**src/wcm_pkg.sv**
```systemverilog
`default_nettype none
package wcm_pkg;

  // Register byte addresses on the AXI4-Lite slave
  localparam logic [7:0] ADDR_MODE = 8'h00;
  localparam logic [7:0] ADDR_WDOG = 8'h04;
  localparam logic [7:0] ADDR_OCFG = 8'h08;
  localparam logic [7:0] ADDR_HALT = 8'h0c;
  localparam logic [7:0] ADDR_STAT = 8'h10;

  // mode_control_register fields
  localparam int MODE_DIV_LSB = 5;
  localparam int MODE_FWE     = 4;
  localparam int MODE_LRDY    = 3;
  localparam int MODE_HRDY    = 2;
  localparam int MODE_IDLE    = 1;
  localparam int MODE_HLSEL   = 0;
  localparam logic [7:0] MODE_RST  = 8'h03;
  localparam logic [7:0] MODE_WMSK = 8'hf3;

  // watchdog_control_register fields
  localparam int WDOG_SYSIDLE = 0;
  localparam int WDOG_ON      = 1;
  localparam logic [7:0] WDOG_RST  = 8'h02;
  localparam logic [7:0] WDOG_WMSK = 8'h03;

  // Oscillator fit-out: [1:0] high type, [2] low type (1 = internal RC)
  localparam int OCFG_LRC = 2;
  localparam logic [7:0] OCFG_RST  = 8'h00;
  localparam logic [7:0] OCFG_WMSK = 8'h07;
  localparam int HALT_GO = 0;

  // Stabilisation counts, in cycles of the oscillator concerned
  localparam logic [10:0] XTAL_STAB_CYC = 11'h400;
  localparam logic [10:0] HRC_STAB_CYC  = 11'h010;
  localparam logic [10:0] LRC_STAB_CYC  = 11'h002;
  localparam logic [1:0]  SUB_WAKE_CYC  = 2'h2;

  localparam logic [1:0] AXI_OKAY   = 2'h0;
  localparam logic [1:0] AXI_SLVERR = 2'h2;

  typedef enum logic [1:0] {
    HOSC_XTAL = 2'b00,
    HOSC_EXTRC = 2'b01,
    HOSC_IRC  = 2'b10
  } wcm_hosc_t;

  typedef enum logic [2:0] {
    PM_RUN         = 3'b000,
    PM_IDLE_RUN    = 3'b001,
    PM_IDLE_STOP   = 3'b010,
    PM_SLEEP_LIGHT = 3'b011,
    PM_SLEEP_DEEP  = 3'b100
  } wcm_pm_t;

  typedef enum logic [1:0] {
    SRC_HIGH = 2'b00,
    SRC_LOW  = 2'b01,
    SRC_SUB  = 2'b10,
    SRC_OFF  = 2'b11
  } wcm_src_t;

  // Divider codes 000 and 001 pick the low-speed clock
  function automatic logic is_low_code(input logic [2:0] f);
    return f <= 3'h1;
  endfunction

  // Log2 of the high-speed divisor: 010 -> /64 ... 111 -> /2
  function automatic logic [2:0] div_shift(input logic [2:0] f);
    logic [3:0] t;
    t = 4'h8 - {1'b0, f};
    return t[2:0];
  endfunction

endpackage
`default_nettype wire

```
**src/wcm_osc_if.sv**
```systemverilog
`timescale 1ns/10ps
`default_nettype none
interface wcm_osc_if;
  logic        en;
  logic        tick;
  logic [10:0] limit;
  logic        ready;
  modport ctl (output en, tick, limit, input ready);
  modport cnt (input en, tick, limit, output ready);
endinterface
`default_nettype wire

```
**src/wcm_top.sv**
```systemverilog
// The AXI4-Lite interface to the registers and the register addresses are this design's own decisions.
`timescale 1ns/10ps
`default_nettype none
module wcm_top (
  input  wire logic        clk_i,
  input  wire logic        reset_i,
  input  wire logic        hosc_clk_i,
  input  wire logic        losc_clk_i,
  input  wire logic        wake_i,
  input  wire logic [7:0]  s_axi_awaddr,
  input  wire logic        s_axi_awvalid,
  output logic             s_axi_awready,
  input  wire logic [31:0] s_axi_wdata,
  input  wire logic [3:0]  s_axi_wstrb,
  input  wire logic        s_axi_wvalid,
  output logic             s_axi_wready,
  output logic [1:0]       s_axi_bresp,
  output logic             s_axi_bvalid,
  input  wire logic        s_axi_bready,
  input  wire logic [7:0]  s_axi_araddr,
  input  wire logic        s_axi_arvalid,
  output logic             s_axi_arready,
  output logic [31:0]      s_axi_rdata,
  output logic [1:0]       s_axi_rresp,
  output logic             s_axi_rvalid,
  input  wire logic        s_axi_rready,
  output logic             hosc_en_o,
  output logic             losc_en_o,
  output logic             hs_tap_run_o,
  output logic             cpu_run_o,
  output logic             periph_run_o,
  output logic [1:0]       sysclk_src_o,
  output logic [2:0]       sysclk_div_o
);

  logic [7:0]      mode_r, wdog_r, ocfg_r, waddr_r, wdata_r;
  logic            wstrb0_r;
  logic            awready_r, wready_r, bvalid_r, arready_r, rvalid_r;
  logic [1:0]      bresp_r, rresp_r;
  logic [7:0]      rdata_r;
  wcm_pkg::wcm_pm_t st_r, st_nxt;
  logic            fw_r, fw_nxt, eff_low_r;
  logic [1:0]      fw_cnt_r;
  logic            hosc_en_r, losc_en_r, tap_r, cpu_r, periph_r;
  logic [1:0]      src_r;
  logic [2:0]      div_r;
  logic            hi_rise, lo_rise, wake_rise;

  wcm_osc_if hi_if ();
  wcm_osc_if lo_if ();

  // Oscillators are sampled as pins: fine while they run below 12.5 MHz, as each level must hold for two samples
  wcm_sync u_hsync (
    .clk_i   (clk_i),
    .reset_i (reset_i),
    .pin_i   (hosc_clk_i),
    .level_o (),
    .rise_o  (hi_rise)
  );
  wcm_sync u_lsync (
    .clk_i   (clk_i),
    .reset_i (reset_i),
    .pin_i   (losc_clk_i),
    .level_o (),
    .rise_o  (lo_rise)
  );
  wcm_sync u_wsync (
    .clk_i   (clk_i),
    .reset_i (reset_i),
    .pin_i   (wake_i),
    .level_o (),
    .rise_o  (wake_rise)
  );

  wcm_stab u_hstab (
    .clk_i   (clk_i),
    .reset_i (reset_i),
    .osc     (hi_if.cnt)
  );
  wcm_stab u_lstab (
    .clk_i   (clk_i),
    .reset_i (reset_i),
    .osc     (lo_if.cnt)
  );

  // Field decode
  wire [2:0] div_fld = mode_r[wcm_pkg::MODE_DIV_LSB +: 3];
  wire       hlsel   = mode_r[wcm_pkg::MODE_HLSEL];
  wire       fwe     = mode_r[wcm_pkg::MODE_FWE];
  wire       idle_en = mode_r[wcm_pkg::MODE_IDLE];
  wire       sys_idl = wdog_r[wcm_pkg::WDOG_SYSIDLE];
  wire       wdog_on = wdog_r[wcm_pkg::WDOG_ON];
  wire       hxtal   = (ocfg_r[1:0] == wcm_pkg::HOSC_XTAL);
  wire       lrc     = ocfg_r[wcm_pkg::OCFG_LRC];
  wire       hrdy    = hi_if.ready;
  wire       lrdy    = lo_if.ready;
  wire       req_low = !hlsel && wcm_pkg::is_low_code(div_fld);
  wire       run_pm  = (st_r == wcm_pkg::PM_RUN);
  wire       clk_pm  = run_pm || (st_r == wcm_pkg::PM_IDLE_RUN);
  wire       src_rdy = eff_low_r ? lrdy : hrdy;

  assign hi_if.en    = hosc_en_r;
  assign hi_if.tick  = hi_rise;
  assign hi_if.limit = hxtal ? wcm_pkg::XTAL_STAB_CYC : wcm_pkg::HRC_STAB_CYC;
  assign lo_if.en    = losc_en_r;
  assign lo_if.tick  = lo_rise;
  assign lo_if.limit = lrc ? wcm_pkg::LRC_STAB_CYC : wcm_pkg::XTAL_STAB_CYC;

  // Bus decode
  wire wr_fire  = !awready_r && !wready_r && !bvalid_r;
  wire wr_ok    = wr_fire && wstrb0_r;
  wire wr_mode  = wr_ok && (waddr_r == wcm_pkg::ADDR_MODE);
  wire wr_wdog  = wr_ok && (waddr_r == wcm_pkg::ADDR_WDOG);
  wire wr_ocfg  = wr_ok && (waddr_r == wcm_pkg::ADDR_OCFG);
  wire wr_map   = (waddr_r == wcm_pkg::ADDR_MODE) || (waddr_r == wcm_pkg::ADDR_WDOG)
               || (waddr_r == wcm_pkg::ADDR_OCFG) || (waddr_r == wcm_pkg::ADDR_HALT)
               || (waddr_r == wcm_pkg::ADDR_STAT);
  wire halt_go  = wr_ok && (waddr_r == wcm_pkg::ADDR_HALT)
               && wdata_r[wcm_pkg::HALT_GO] && run_pm;
  wire ar_fire  = s_axi_arvalid && arready_r;
  wire [7:0] mode_rd = {mode_r[7:4], lrdy, hrdy, mode_r[1:0]};
  wire [7:0] stat_rd = {cpu_r, fw_r, eff_low_r, 2'h0, st_r};
  wire       rd_map  = (s_axi_araddr == wcm_pkg::ADDR_MODE)
                    || (s_axi_araddr == wcm_pkg::ADDR_WDOG)
                    || (s_axi_araddr == wcm_pkg::ADDR_OCFG)
                    || (s_axi_araddr == wcm_pkg::ADDR_HALT)
                    || (s_axi_araddr == wcm_pkg::ADDR_STAT);
  wire [7:0] rd_byte =
      (s_axi_araddr == wcm_pkg::ADDR_MODE) ? mode_rd :
      (s_axi_araddr == wcm_pkg::ADDR_WDOG) ? wdog_r  :
      (s_axi_araddr == wcm_pkg::ADDR_OCFG) ? ocfg_r  :
      (s_axi_araddr == wcm_pkg::ADDR_STAT) ? stat_rd : 8'h00;

  // fast wake needs the sub clock alive and the crystal as target
  wire from_sub = (st_r == wcm_pkg::PM_SLEEP_LIGHT) || (st_r == wcm_pkg::PM_IDLE_STOP);
  // enable gates the temporary sub clock
  // RC system oscillators never use it
  wire fast_ok  = fwe && hxtal && !eff_low_r && from_sub && lrdy;

  always_comb begin
    st_nxt = st_r;
    unique case (st_r)
      wcm_pkg::PM_RUN: begin
        if (halt_go) begin
          if (idle_en) st_nxt = sys_idl ? wcm_pkg::PM_IDLE_RUN : wcm_pkg::PM_IDLE_STOP;
          // watchdog off means deep sleep, sub clock stopped
          else st_nxt = wdog_on ? wcm_pkg::PM_SLEEP_LIGHT : wcm_pkg::PM_SLEEP_DEEP;
        end
      end
      wcm_pkg::PM_IDLE_RUN, wcm_pkg::PM_IDLE_STOP,
      wcm_pkg::PM_SLEEP_LIGHT, wcm_pkg::PM_SLEEP_DEEP: begin
        if (wake_rise) st_nxt = wcm_pkg::PM_RUN;
      end
      default: st_nxt = wcm_pkg::PM_RUN;
    endcase
  end

  // deep sleep is not in from_sub, so the enable is ignored there
  // sub clock carries the system until the crystal flag rises
  assign fw_nxt = (wake_rise && !run_pm) ? fast_ok : (fw_r && !hrdy && run_pm);

  always_ff @(posedge clk_i or posedge reset_i) begin
    if (reset_i) begin
      st_r      <= wcm_pkg::PM_RUN;
      fw_r      <= 1'b0;
      fw_cnt_r  <= 2'h0;
      eff_low_r <= 1'b0;
    end else begin
      st_r <= st_nxt;
      fw_r <= fw_nxt;
      if (!fw_r) fw_cnt_r <= 2'h0;
      else if (lo_rise && fw_cnt_r != wcm_pkg::SUB_WAKE_CYC) fw_cnt_r <= fw_cnt_r + 2'h1;
      // the selected source takes over only once it is stable
      if (clk_pm && req_low && lrdy) eff_low_r <= 1'b1;
      else if (clk_pm && !req_low && hrdy) eff_low_r <= 1'b0;
    end
  end

  // Clock outputs, one cycle behind the state they follow
  always_ff @(posedge clk_i or posedge reset_i) begin
    if (reset_i) begin
      hosc_en_r <= 1'b1;
      losc_en_r <= 1'b0;
      tap_r     <= 1'b0;
      cpu_r     <= 1'b0;
      periph_r  <= 1'b0;
      src_r     <= wcm_pkg::SRC_HIGH;
      div_r     <= 3'h0;
    end else begin
      // low clock in use stops the high oscillator and its taps
      // high oscillator off in sleep and clock-stopped idle
      hosc_en_r <= clk_pm && !(req_low && eff_low_r);
      tap_r     <= hosc_en_r && hrdy;
      // low oscillator off in deep sleep
      losc_en_r <= (st_r != wcm_pkg::PM_SLEEP_DEEP)
                && (wdog_on || req_low || eff_low_r || fw_r || !run_pm);
      // sub clock wake takes two of its cycles
      cpu_r     <= run_pm && (fw_r ? (fw_cnt_r == wcm_pkg::SUB_WAKE_CYC) : src_rdy);
      periph_r  <= clk_pm && (fw_r || src_rdy);
      if (!clk_pm) src_r <= wcm_pkg::SRC_OFF;
      else if (fw_r) src_r <= wcm_pkg::SRC_SUB;
      else if (eff_low_r) src_r <= wcm_pkg::SRC_LOW;
      else src_r <= wcm_pkg::SRC_HIGH;
      if (fw_r || eff_low_r || hlsel || req_low) div_r <= 3'h0;
      else div_r <= wcm_pkg::div_shift(div_fld);
    end
  end

  // Registers and AXI4-Lite slave
  always_ff @(posedge clk_i or posedge reset_i) begin
    if (reset_i) begin
      mode_r    <= wcm_pkg::MODE_RST;
      wdog_r    <= wcm_pkg::WDOG_RST;
      ocfg_r    <= wcm_pkg::OCFG_RST;
      waddr_r   <= 8'h00;
      wdata_r   <= 8'h00;
      wstrb0_r  <= 1'b0;
      awready_r <= 1'b1;
      wready_r  <= 1'b1;
      bvalid_r  <= 1'b0;
      bresp_r   <= wcm_pkg::AXI_OKAY;
      arready_r <= 1'b1;
      rvalid_r  <= 1'b0;
      rresp_r   <= wcm_pkg::AXI_OKAY;
      rdata_r   <= 8'h00;
    end else begin
      if (s_axi_awvalid && awready_r) begin
        waddr_r   <= s_axi_awaddr;
        awready_r <= 1'b0;
      end
      if (s_axi_wvalid && wready_r) begin
        wdata_r  <= s_axi_wdata[7:0];
        wstrb0_r <= s_axi_wstrb[0];
        wready_r <= 1'b0;
      end
      if (wr_fire) begin
        bvalid_r <= 1'b1;
        bresp_r  <= wr_map ? wcm_pkg::AXI_OKAY : wcm_pkg::AXI_SLVERR;
      end
      if (bvalid_r && s_axi_bready) begin
        bvalid_r  <= 1'b0;
        awready_r <= 1'b1;
        wready_r  <= 1'b1;
      end
      if (wr_mode) mode_r <= (mode_r & ~wcm_pkg::MODE_WMSK) | (wdata_r & wcm_pkg::MODE_WMSK);
      if (wr_wdog) wdog_r <= wdata_r & wcm_pkg::WDOG_WMSK;
      if (wr_ocfg) ocfg_r <= wdata_r & wcm_pkg::OCFG_WMSK;
      if (ar_fire) begin
        arready_r <= 1'b0;
        rvalid_r  <= 1'b1;
        rdata_r   <= rd_byte;
        rresp_r   <= rd_map ? wcm_pkg::AXI_OKAY : wcm_pkg::AXI_SLVERR;
      end
      if (rvalid_r && s_axi_rready) begin
        rvalid_r  <= 1'b0;
        arready_r <= 1'b1;
      end
    end
  end

  assign s_axi_awready = awready_r;
  assign s_axi_wready  = wready_r;
  assign s_axi_bvalid  = bvalid_r;
  assign s_axi_bresp   = bresp_r;
  assign s_axi_arready = arready_r;
  assign s_axi_rvalid  = rvalid_r;
  assign s_axi_rresp   = rresp_r;
  assign s_axi_rdata   = {24'h000000, rdata_r};
  assign hosc_en_o     = hosc_en_r;
  assign losc_en_o     = losc_en_r;
  assign hs_tap_run_o  = tap_r;
  assign cpu_run_o     = cpu_r;
  assign periph_run_o  = periph_r;
  assign sysclk_src_o  = src_r;
  assign sysclk_div_o  = div_r;
endmodule
`default_nettype wire

```
**src/wcm_sync.sv**
```systemverilog
`timescale 1ns/10ps
`default_nettype none
module wcm_sync (
  input  wire logic clk_i,
  input  wire logic reset_i,
  input  wire logic pin_i,
  output logic      level_o,
  output logic      rise_o
);
  logic s1_r, s2_r, s3_r, level_r, rise_r;
  wire  agree = (s2_r == s3_r);

  always_ff @(posedge clk_i or posedge reset_i) begin
    if (reset_i) begin
      s1_r    <= 1'b0;
      s2_r    <= 1'b0;
      s3_r    <= 1'b0;
      level_r <= 1'b0;
      rise_r  <= 1'b0;
    end else begin
      s1_r    <= pin_i;
      s2_r    <= s1_r;
      s3_r    <= s2_r;
      rise_r  <= agree && s3_r && !level_r;
      if (agree) level_r <= s3_r;
    end
  end

  assign level_o = level_r;
  assign rise_o  = rise_r;
endmodule
`default_nettype wire

```
**src/wcm_stab.sv**
```systemverilog
`timescale 1ns/10ps
`default_nettype none
module wcm_stab (
  input wire logic clk_i,
  input wire logic reset_i,
  wcm_osc_if.cnt   osc
);
  logic [10:0] cnt_r;
  logic        rdy_r;

  // Disabling the oscillator drops the flag and restarts the count
  always_ff @(posedge clk_i or posedge reset_i) begin
    if (reset_i) begin
      cnt_r <= 11'h000;
      rdy_r <= 1'b0;
    end else if (!osc.en) begin
      cnt_r <= 11'h000;
      rdy_r <= 1'b0;
    end else if (osc.tick && !rdy_r) begin
      cnt_r <= cnt_r + 11'h001;
      if (cnt_r == osc.limit - 11'h001) rdy_r <= 1'b1;
    end
  end

  assign osc.ready = rdy_r;
endmodule
`default_nettype wire

```
**config.mk**
```make
export PLATFORM = sky130hd
export DESIGN_NAME = wcm_top
export DESIGN_NICKNAME = d
export VERILOG_FILES = /design/src/wcm_pkg.sv /design/src/wcm_osc_if.sv /design/src/wcm_top.sv /design/src/wcm_sync.sv /design/src/wcm_stab.sv
export SDC_FILE = /design/constraint.sdc
export NUM_CORES = 1
export LEC_CHECK = 0
export BUFFER_PORTS_ARGS = -buffer_cell sky130_fd_sc_hd__buf_2
export CAP_MARGIN = 30
export CORE_MARGIN = 2
export CORE_UTILIZATION = 25
export DETAILED_ROUTE_END_ITERATION = 10
export HOLD_SLACK_MARGIN = 0.15
export SLEW_MARGIN = 20
export SYNTH_ARGS = -nofsm -noshare
export SYNTH_HDL_FRONTEND = slang
export SYNTH_HIERARCHICAL = 1
export SYNTH_SLANG_ARGS = --single-unit
```
**constraint.sdc**
```tcl
create_clock -name clk_i -period 5.85 [get_ports clk_i]
set_input_delay 0 -clock clk_i [delete_from_list [all_inputs] [get_ports clk_i]]
set_output_delay 0 -clock clk_i [all_outputs]
set_load 0.005 [all_outputs]
```
==> flow_metrics.tcl, run 1 <==
set metrics [dict create \
    edff_count_synth 0 \
    total_wire_length_after_detailed_routing_um 10300 \
    vias_per_cell 4.02 \
    power.switching_fraction 0.296 \
    cts_max_path_buffers 2 \
    clock-sinks 98 \
    first_pass_iters 4 \
    synth-compound-area-share 0.0804 \
    cellPowerDensity_nw_per_um2 290 \
    global_route.usage.total 0.102 \
    postSynthCellCount 472 \
    final-hold-violation-count 0 \
    synth_area_per_cell_um2 10.8 \
    clkSlewWorstSetupHoldPaths_ns 0.07 \
    num-nets-final 709 \
    rows 52 \
    share_of_total_power_in_the_clock_network 0.288 \
    via_count 3665 \
    synthMuxAreaShare 0.0905 \
    pre_cts_ws_ns 3.38 \
    antenna_cells_inserted 0 \
    yosys.area_share.adder 0.0246 \
    ff2ff_path_depth 8 \
    setup_clock_skew_after_layout_ns 0.00779 \
    clock.fmax_mhz 410 \
    fin_crit_ns 2.44 \
    grt_first_pass_wirelength_um 17500 \
    synth_top_family_by_area "simple AND/OR/NAND/NOR gates" \
    drt.antenna.violating_nets 0 \
    post_synth_num_cell_types 52 \
    sequentialPowerShare 0.495 \
    report.final.slew_viol_count 0 \
    timing.max_cap.violations 0 \
    cellInternalPower_mw 1.33 \
    placement.io_buffers 58 \
    timing.final.setup_violations 0 \
    total_switching_power_uw 558 \
    final_cell_mix "94 x sky130_fd_sc_hd__conb_1, 91 x sky130_fd_sc_hd__dfrtp_1, 58 x sky130_fd_sc_hd__buf_2" \
    syn2layout_area_growth_pct 27.5 \
    htree_num_levels 3 \
    yosys_warnings 6 \
    synth-main-ff-cell "sky130_fd_sc_hd__dfrtp_1" \
    width_of_the_die_um 147 \
    cts_post_setup_buffers_inserted 0 \
    grt_setup_unrepaired "false" \
    hold_path_cells 4 \
    timing.final.ws_setup_ns 3.41 \
    power.ir.vdd_worst_mv 0.175 \
    worstMarginPinSlew_ns 0.541 \
    synth-async-reset-ratio 1.00 \
    flip_flop_and_latch_count_after_synthesis 98 \
    hpwl_um 7520 \
    worst_hold_path_class "in2reg" \
    critPathLaunchType "flop" \
    combPwrFrac 0.218 \
    vias_in_the_first_global_route 3489 \
    placed_cells_incl_taps 858 \
    end_kind "flop" \
    place.gp.congestion 0.743 \
    critPathArrivalTime_ns 2.72 \
    cts_tree "built" \
    clk-insertion-delay-late_ns 0.35 \
    share_of_synthesized_cell_area_in_and_or_nand_and_nor_gates 0.170 \
    drt_first_iter_violations 169 \
    die_area_um2 21500 \
    path_max_fanout 4 \
    floorplan.core_area_um2 20100 \
    status "finished, final reports clean" \
    antenna_found_initial 0 \
    die_h_um 147 \
    synthXorXnorAreaFrac 0.0827 \
    remaining_drc_errors 0 \
    final_common_cell "sky130_fd_sc_hd__conb_1" \
    wl_per_cell_um 11.3 \
    maximum_number_of_pins_on_one_net_before_global_route_repair 36 \
    cts_root_buffer "sky130_fd_sc_hd__clkbuf_16" \
    critical_path_class "reg2reg" \
    layout_cell_share_with_drive_strength_beyond_1 0.188 \
    finalSetupTns_ns 0 \
    yosysSeqAreaShare 0.484 \
    cp.required_ns 6.14 \
    timing.max_slew.rel_slack 0.639 \
    cts-buffers-inserted 9 \
    finalCritPeriodShare 0.417 \
    synthesis.area_um2 5090 \
    total_congestion_overflow_after_global_routing 0 \
    static-leakage-power_nw 3.01 \
    initial_core_utilization 0.253 \
    boundaryPins 113 \
    layoutNonFillerInstCount 912 \
]
timing repair:
item | in CTS | in global routing
gates resized for setup | 0 | 0
setup endpoints to repair | 0 | 0
hold buffers | 38 | 0
endpoints found under the hold margin | 93 | 0
power by group through the flow:
stage                     Combinational [mW]  Sequential, mW  Clock, mW
after floorplan                        0.318           0.908          0
after global routing                   0.463           0.955      0.590
after CTS                              0.415           0.934      0.562
final                                  0.410           0.931      0.542
after detailed placement               0.387           0.946          0
after global placement                 0.377           0.943          0
cell families (layout without fill, tap and decap cells):
logic type / after synthesis / after routing
buffers and inverters: 65 / 142
AO/OA/AOI/OAI: 60 / 60
adder cells (fa/ha/maj): 10 / 10
multiplexers: 41 / 41
AND/OR/NAND/NOR: 149 / 149
other: 1 / 94
XOR/XNOR: 48 / 48
flip-flops: 98 / 98
Yosys cell counts, types with 3 or more instances:
| master | count | share of area |
|---|---|---|
| sky130_fd_sc_hd__a21boi_0 | 3 | 0.0044 |
| sky130_fd_sc_hd__a21oi_1 | 5 | 0.0049 |
| sky130_fd_sc_hd__a31oi_1 | 4 | 0.0049 |
| sky130_fd_sc_hd__and2_1 | 24 | 0.030 |
| sky130_fd_sc_hd__and4_1 | 4 | 0.0069 |
| sky130_fd_sc_hd__buf_4 | 26 | 0.038 |
| sky130_fd_sc_hd__clkbuf_1 | 9 | 0.0066 |
| sky130_fd_sc_hd__dfrtp_1 | 91 | 0.45 |
| sky130_fd_sc_hd__dfstp_2 | 7 | 0.036 |
| sky130_fd_sc_hd__ha_1 | 10 | 0.025 |
| sky130_fd_sc_hd__inv_1 | 29 | 0.021 |
| sky130_fd_sc_hd__mux2_2 | 28 | 0.062 |
| sky130_fd_sc_hd__mux2_4 | 3 | 0.0089 |
| sky130_fd_sc_hd__mux2i_1 | 10 | 0.020 |
| sky130_fd_sc_hd__nand2_1 | 28 | 0.021 |
| sky130_fd_sc_hd__nand3_1 | 9 | 0.0089 |
| sky130_fd_sc_hd__nand3b_1 | 3 | 0.0044 |
| sky130_fd_sc_hd__nand4_1 | 5 | 0.0062 |
| sky130_fd_sc_hd__nor2_1 | 25 | 0.018 |
| sky130_fd_sc_hd__nor2b_1 | 10 | 0.012 |
| sky130_fd_sc_hd__nor3_1 | 13 | 0.013 |
| sky130_fd_sc_hd__nor4_1 | 8 | 0.0098 |
| sky130_fd_sc_hd__nor4_4 | 3 | 0.013 |
| sky130_fd_sc_hd__o21ai_0 | 21 | 0.021 |
| sky130_fd_sc_hd__o22ai_1 | 4 | 0.0049 |
| sky130_fd_sc_hd__o31ai_1 | 4 | 0.0059 |
| sky130_fd_sc_hd__or3_1 | 4 | 0.0049 |
| sky130_fd_sc_hd__or4_4 | 3 | 0.0066 |
| sky130_fd_sc_hd__xnor2_1 | 31 | 0.053 |
| sky130_fd_sc_hd__xor2_1 | 17 | 0.029 |
per-stage QoR:
stage / total power, mW / cell area, um2 / util / hold slack [ns]
after floorplan: 1.23 / 5440 / - / -0.221
final: 1.88 / 6480 / 0.323 / 0.216
after CTS: 1.91 / 6480 / 0.323 / 0.199
after detailed placement: 1.33 / 5840 / 0.290 / -0.0179
after global placement: 1.32 / 5840 / 0.290 / -0.0125
after global routing: 2.01 / 6480 / 0.323 / 0.258
flip-flops by register name, summed over array words and instances, names as in the netlist, 2 cells and up:
name and flops:
sysclk_src_o 2, waddr_r 8, fw_cnt_r 2, mode_r 6
ocfg_r 3, u_lstab/cnt_r 11, rdata_r 8, st_r 3
wdog_r 2, wdata_r 7, sysclk_div_o 3, u_hstab/cnt_r 11
final cells by class:
class / count / area (um2)
clock inverter: 4 / 28.8
sequential: 98 / 2460
timing repair buffer: 97 / 678
fill: 2037 / 13600
tap: 270 / 338
inverter: 29 / 109
multi-input combinational: 402 / 2630
clock buffer: 12 / 236
per-layer routing:
layer | vias to the layer above | track usage | part of all wire
li1 | 1848 | - | -
met1 | 1752 | 0.135 | 0.48
met2 | 54 | 0.161 | 0.48
met3 | 11 | 0.0169 | 0.026
met4 | 0 | 0.0500 | 0.019
met5 | - | 0 | 0
worst max-delay path, stage by stage, from the launching register on:
cell and delay (ns):
sky130_fd_sc_hd__dfrtp_1 0.40, sky130_fd_sc_hd__nor2_1 0.26, sky130_fd_sc_hd__inv_1 0.14, sky130_fd_sc_hd__or4_4 0.54, sky130_fd_sc_hd__nor4_4 0.22, sky130_fd_sc_hd__o211a_1 0.20
sky130_fd_sc_hd__o22ai_1 0.09, sky130_fd_sc_hd__nor4_1 0.32, sky130_fd_sc_hd__a32o_2 0.21
worst paths after layout:
kind	start	to	slack [ns]
min in group asynchronous	reset_i	u_hsync/s2_r	0.69
max in group asynchronous	reset_i	s_axi_arready	4.14
worst max-delay path	ocfg_r[0]	u_hstab/osc.ready	3.41
worst min register to register	u_wsync/s1_r	u_wsync/s2_r	0.35
worst max register to register	ocfg_r[0]	u_hstab/osc.ready	3.41
worst min-delay path	s_axi_araddr[3]	rdata_r[0]	0.22
(Power assumes the default switching activity.)
==> run 2, diff against run 1 <==
ABC_AREA = 1   (was unset)
clock period = 2.15 ns   (was 5.85 ns; I/O delays follow)
==> run 2 against run 1 <==
Total power increased to 3.0 times the previous value. Hold slack worse by 0.049 ns. Sequential power increased to 2.7 times the previous value. Synthesized cell count is 51% higher. Non-clock buffer count up 9. Synthesized area increased by 9.9%. Utilization up 0.21 points. Die area grew 9.6%. Via count is 25% higher.
==> flow_metrics.tcl, run 2 <==
set metrics [dict create \
    report.final.slew_viol_count 0 \
    gr-usage-met1 0.145 \
    wl_per_cell_um 10.5 \
    netlist_top_cells_area "sky130_fd_sc_hd__dfrtp_1 41%, sky130_fd_sc_hd__nand2_1 11%, sky130_fd_sc_hd__inv_1 6.8%" \
    cellPowerDensity_nw_per_um2 793 \
    post_synth_num_cell_types 41 \
    ff2ff_path_depth 6 \
    yosys_warnings 6 \
    synth-main-ff-cell "sky130_fd_sc_hd__dfrtp_1" \
    clock.fmax_mhz 495 \
    status "finished, final reports clean" \
    critPathLaunchType "input pin" \
    synth_top_area_frac 0.407 \
    num-nets-final 955 \
    vias_per_cell 3.93 \
    pre_cts_ws_ns 0.392 \
    maximum_number_of_pins_on_one_net_before_global_route_repair 37 \
    worstMarginPinSlew_ns 0.581 \
    clkSlewWorstSetupHoldPaths_ns 0.07 \
    clock-sinks 98 \
    timing.max_slew.rel_slack 0.612 \
    edff_count_synth 0 \
    finalCritPeriodShare 0.940 \
    die_area_um2 23600 \
    place.gp.congestion 0.857 \
    cts-buffers-inserted 9 \
    via_count 4586 \
    final_cell_mix "171 x sky130_fd_sc_hd__nand2_1, 100 x sky130_fd_sc_hd__inv_1, 91 x sky130_fd_sc_hd__dfrtp_1" \
    grt_first_pass_wirelength_um 21400 \
    synthesis.area_um2 5590 \
    vias_in_the_first_global_route 4463 \
    end_kind "flop" \
    timing.final.setup_violations 0 \
    timing.max_cap.violations 0 \
    grt_use_met3 0.0138 \
    width_of_the_die_um 154 \
    first_pass_iters 4 \
    hpwl_um 9510 \
    htree_num_levels 3 \
    rows 54 \
    postSynthCellCount 715 \
    layout_top_registers "u_hstab/cnt_r (11), u_lstab/cnt_r (11)" \
    final_core_util 0.325 \
    power.ir.vdd_worst_mv 0.494 \
    flip_flop_and_latch_count_after_synthesis 98 \
    clk-insertion-delay-late_ns 0.36 \
    static-leakage-power_nw 3.61 \
    drt.antenna.violating_nets 0 \
    setup_clock_skew_after_layout_ns 0.00829 \
    post_synth_most_frequent_cells "171 x sky130_fd_sc_hd__nand2_1, 101 x sky130_fd_sc_hd__inv_1, 91 x sky130_fd_sc_hd__dfrtp_1" \
    path_max_fanout 7 \
    final-hold-violation-count 0 \
    initial_core_utilization 0.255 \
    floorplan.core_area_um2 21900 \
    fin_crit_ns 2.02 \
    timing.final.ws_setup_ns 0.128 \
    final_common_cell "sky130_fd_sc_hd__nand2_1" \
    yosysSeqAreaShare 0.440 \
    layoutNonFillerInstCount 1168 \
    gr-usage-met2 0.185 \
    total_congestion_overflow_after_global_routing 0 \
    critical_path_class "in2reg" \
    boundaryPins 113 \
    placed_cells_incl_taps 1107 \
    cp.required_ns 2.44 \
    syn2layout_area_growth_pct 27.1 \
    antenna_cells_inserted 0 \
    synth_largest_area_cell "sky130_fd_sc_hd__dfrtp_1" \
    grt-busiest-layer "met2" \
    cts_max_path_buffers 2 \
    grt_setup_unrepaired "false" \
    synth-async-reset-ratio 1.00 \
    remaining_drc_errors 0 \
    finalSetupTns_ns 0 \
    synthMostInstantiatedCell "sky130_fd_sc_hd__nand2_1" \
    global_route.usage.total 0.111 \
    critPathArrivalTime_ns 2.31 \
    cts_root_buffer "sky130_fd_sc_hd__clkbuf_16" \
    placement.io_buffers 58 \
    total_wire_length_after_detailed_routing_um 12300 \
    synth_area_per_cell_um2 7.82 \
    drt_first_iter_violations 160 \
    layout_cell_share_with_drive_strength_beyond_1 0.190 \
    antenna_found_initial 0 \
    die_h_um 154 \
    worst_hold_path_class "in2async" \
    cts_tree "built" \
]
## run 2: worst paths after layout
kind	slack, ns	end	from
min in group clk_i	0.29	u_lsync/s1_r	losc_clk_i
worst min register to register	0.35	u_lsync/s2_r	u_lsync/s1_r
worst max-delay path	0.13	rdata_r[5]	s_axi_araddr[4]
max in group asynchronous	1.17	s_axi_awready	reset_i
worst max register to register	0.33	rdata_r[7]	s_axi_arready
worst min-delay path	0.17	u_wsync/rise_o	reset_i
## run 2: worst max-delay path: stages
cell and delay, ns:
sky130_fd_sc_hd__dlygate4sd3_1 0.52, sky130_fd_sc_hd__buf_2 0.10, sky130_fd_sc_hd__nand2_1 0.05, sky130_fd_sc_hd__dlygate4sd3_1 0.59, sky130_fd_sc_hd__nor2_4 0.23, sky130_fd_sc_hd__nand3_1 0.11, sky130_fd_sc_hd__dlygate4sd3_1 0.57, sky130_fd_sc_hd__a21oi_1 0.14
## run 2: metrics by stage
stage               total power [mW]  cell area, um2  hold WS (ns)
global route                    6.05            7110         0.202
floorplan                       3.48            5900        -0.221
finish                          5.63            7110         0.166
CTS                             5.69            7070         0.168
global placement                3.85            6350      -0.00186
detailed placement              3.88            6350       0.00227
## run 2: power breakdown
group	internal (mW)	leakage (nW)	switching, mW
logic	0.586	2.22	0.843
clock network	0.927	0.150	0.766
registers	2.20	1.24	0.312
total	3.71	3.61	1.92
## run 2: cell type report
| class | instances | area, um2 |
|---|---|---|
| Fill cell | 2301 | 14800 |
| Multi-Input combinational cell | 553 | 2780 |
| Sequential cell | 98 | 2460 |
| Tap cell | 280 | 350 |
| Inverter | 115 | 435 |
| Timing Repair Buffer | 106 | 766 |
| Clock inverter | 7 | 86.3 |
| Clock buffer | 9 | 225 |
## run 2: timing repair
action | 4_1_cts | 5_1_grt
endpoints found under the setup margin | 0 | 2
hold buffers | 41 | 1
buffers inserted | 0 | 4
gates resized for setup | 0 | 1
endpoints found under the hold margin | 93 | 1
## run 2: logic make-up after synthesis
| logic type | share of synthesized area |
|---|---|
| AO/OA/AOI/OAI | 0.0819 |
| multiplexers | 0.0121 |
| XOR/XNOR | 0.0219 |
| flip-flops | 0.440 |
| AND/OR/NAND/NOR | 0.302 |
| adder cells (fa/ha/maj) | 0.0224 |
| buffers and inverters | 0.119 |
| other | 0.000671 |
## run 2: routing by layer
metal / vias up / wire [um]
met5: - / 0
met4: 0 / 266
met3: 14 / 253
met2: 65 / 5770
met1: 2035 / 6000
li1: 2472 / -
==> run 3, diff against run 2 <==
SYNTH_HIERARCHICAL = unset   (was 1)
==> run 3 against run 2 <==
Sequential power barely moved. Sequential cell count stayed put. Utilization shrank 0.91 points. Sequential share of layout area rose by 7.2 points. First-iteration DRC count up 25%. Total power decreased by 3.2%. Fmax is 20% higher. Clock-buffer cell count is 3 higher. Largest cell class is now registers. Critical path depth is 2 higher. Highest routed layer unchanged. Synthesized area shrank 16%. Wire length decreased by 17%.
==> flow_metrics.tcl, run 3 <==
set metrics [dict create \
    synth-compound-area-share 0.0994 \
    synth-async-reset-ratio 1.00 \
    hpwl_um 7200 \
    placed_cells_incl_taps 838 \
    syn2layout_area_growth_pct 24.7 \
    place.gp.congestion 0.822 \
    static-leakage-power_nw 2.87 \
    timing.final.setup_violations 0 \
    die_area_um2 20000 \
    yosys_warnings 0 \
    pre_cts_ws_ns 0.591 \
    combPwrFrac 0.216 \
    final-hold-violation-count 0 \
    synth_largest_area_cell "sky130_fd_sc_hd__dfrtp_1" \
    clk-insertion-delay-late_ns 0.35 \
    finalSetupTns_ns 0 \
    timing.max_slew.rel_slack 0.638 \
    cellInternalPower_mw 3.80 \
    post_synth_most_frequent_cells "96 x sky130_fd_sc_hd__nand2_1, 91 x sky130_fd_sc_hd__dfrtp_1, 76 x sky130_fd_sc_hd__inv_1" \
    htree_num_levels 3 \
    fin_crit_ns 1.68 \
    layout_top_registers "u_hstab.cnt_r (11), u_lstab.cnt_r (11)" \
    final_common_cell "sky130_fd_sc_hd__nand2_1" \
    end_kind "flop" \
    layoutNonFillerInstCount 890 \
    clkSlewWorstSetupHoldPaths_ns 0.06 \
    timing.max_cap.violations 0 \
    report.final.slew_viol_count 0 \
    total_congestion_overflow_after_global_routing 0 \
    netlist_top_cells_area "sky130_fd_sc_hd__dfrtp_1 48%, sky130_fd_sc_hd__nand2_1 7.6%, sky130_fd_sc_hd__inv_1 6.0%" \
    antenna_found_initial 0 \
    share_of_total_power_in_the_clock_network 0.324 \
    power.switching_fraction 0.304 \
    postSynthCellCount 552 \
    clock.fmax_mhz 593 \
    wl_per_cell_um 11.5 \
    synth-main-ff-cell "sky130_fd_sc_hd__dfrtp_1" \
    critPathArrivalTime_ns 1.96 \
    width_of_the_die_um 141 \
    design_power_total_mw 5.45 \
    die_h_um 141 \
    worst_hold_path_class "in2reg" \
    share_of_synthesized_cell_area_in_and_or_nand_and_nor_gates 0.233 \
    setup_clock_skew_after_layout_ns 0.00855 \
    cts_root_buffer "sky130_fd_sc_hd__clkbuf_16" \
    total_wire_length_after_detailed_routing_um 10200 \
    critical_path_class "in2reg" \
    maximum_number_of_pins_on_one_net_before_global_route_repair 99 \
    cp.required_ns 2.42 \
    sequentialPowerShare 0.460 \
    floorplan.core_area_um2 18600 \
    edff_count_synth 0 \
    vias_in_the_first_global_route 3584 \
    synthMostInstantiatedCell "sky130_fd_sc_hd__nand2_1" \
    placement.io_buffers 58 \
    drt_first_iter_violations 200 \
    cts_post_setup_buffers_inserted 0 \
    boundaryPins 113 \
    antenna_cells_inserted 0 \
    path_max_fanout 9 \
    global_route.usage.total 0.110 \
    synth_top_area_frac 0.483 \
    synthMuxAreaShare 0.00955 \
    grt_setup_unrepaired "false" \
    yosysSeqAreaShare 0.522 \
    cts_tree "built" \
    num-nets-final 721 \
    power.ir.vdd_worst_mv 0.587 \
    drt.antenna.violating_nets 0 \
    grt_first_pass_wirelength_um 17300 \
    rows 50 \
    synth_area_per_cell_um2 8.55 \
    cellPowerDensity_nw_per_um2 927 \
    num-fill-cells 1947 \
    via_count 3695 \
    flip_flop_and_latch_count_after_synthesis 98 \
    initial_core_utilization 0.253 \
    cts_max_path_buffers 2 \
    vias_per_cell 4.15 \
    synthesis.area_um2 4720 \
    layout_cell_share_with_drive_strength_beyond_1 0.180 \
    critPathLaunchType "input pin" \
    status "finished, final reports clean" \
    final_cell_mix "96 x sky130_fd_sc_hd__nand2_1, 91 x sky130_fd_sc_hd__dfrtp_1, 75 x sky130_fd_sc_hd__inv_1" \
    synthXorXnorAreaFrac 0.00186 \
    timing.final.ws_setup_ns 0.465 \
    clock-sinks 98 \
    yosys.area_share.adder 0.0212 \
    cts-buffers-inserted 9 \
    first_pass_iters 4 \
    remaining_drc_errors 0 \
    worstMarginPinSlew_ns 0.544 \
    post_synth_num_cell_types 32 \
    total_switching_power_mw 1.66 \
    synth_top_family_by_area "simple AND/OR/NAND/NOR gates" \
    finalCritPeriodShare 0.784 \
]
run 3: worst paths after layout:
| path | from | end | slack (ns) | depth (start not counted) |
|---|---|---|---|---|
| setup / recovery | s_axi_araddr[7] | rdata_r[2] | 0.47 | 10 |
| hold / removal | s_axi_araddr[2] | rdata_r[5] | 0.12 | 6 |
| setup reg to reg | s_axi_arready | rdata_r[1] | 0.60 | 5 |
| hold reg to reg | u_hsync.s1_r | u_hsync.s2_r | 0.35 | 0 |
| max in group asynchronous | reset_i | u_lstab.cnt_r[6] | 1.38 | 4 |
| min in group asynchronous | reset_i | waddr_r[5] | 0.33 | 4 |
run 3: layer usage:
layer	wire length, um	vias up	GRT usage	part of all wire
met5	0	-	0	0
met4	221	0	0.0463	0.022
met3	488	18	0.0331	0.048
met2	4750	79	0.177	0.47
met1	4740	1692	0.137	0.46
li1	-	1906	-	-
run 3: repair_timing:
item / 4_1_cts / 5_1_grt
endpoints found under the setup margin: 0 / 6
hold buffers: 38 / 0
endpoints found under the hold margin: 123 / 0
gates resized for setup: 0 / 1
run 3: layout make-up:
cell class,instances,area [um2],area share
well taps,234,293,0.0498
repair buffers,95,671,0.114
clock inverters,4,73.8,0.0126
clock buffers,12,256,0.0436
multi-input cells,368,1830,0.311
flip-flops and latches,98,2460,0.418
inverters,79,300,0.0511
run 3: power groups by stage:
stage	Sequential, mW	Combinational [mW]	Clock [mW]
floorplan	2.48	0.793	0
global placement	2.53	1.09	0
detailed placement	2.54	1.11	0
CTS	2.51	1.19	1.84
global route	2.57	1.37	1.90
finish	2.51	1.18	1.77
run 3: metrics by stage:
stage,hold WS [ns],instance area [um2],utilization
6_report,0.121,5880,0.316
5_1_grt,0.186,5880,0.316
4_1_cts,0.152,5900,0.316
3_5_place_dp,0.109,5190,0.278
3_3_place_gp,0.110,5190,0.278
2_1_floorplan,0.0314,4820,-
run 3: worst max-delay path: stages:
cell                            delay, ns
sky130_fd_sc_hd__dlygate4sd3_1       0.53
sky130_fd_sc_hd__buf_2               0.12
sky130_fd_sc_hd__inv_1               0.04
sky130_fd_sc_hd__nand2_1             0.04
sky130_fd_sc_hd__dlygate4sd3_1       0.56
sky130_fd_sc_hd__nor2_2              0.29
sky130_fd_sc_hd__nand3_1             0.12
sky130_fd_sc_hd__nand2_1             0.08
sky130_fd_sc_hd__nor2_1              0.05
sky130_fd_sc_hd__a21oi_1             0.13
run 3: kinds of logic (layout without fill, tap and decap cells):
kind of cell               after synthesis  in the layout
DFF                                     98             98
adders and majority gates                8              8
and+or+nand+nor                        244            244
muxes                                    4              4
xor gates and xnor gates                 1              1
other                                    1             26
buffers and inverters                  111            190
AOI/OAI and AO/OA                       85             85
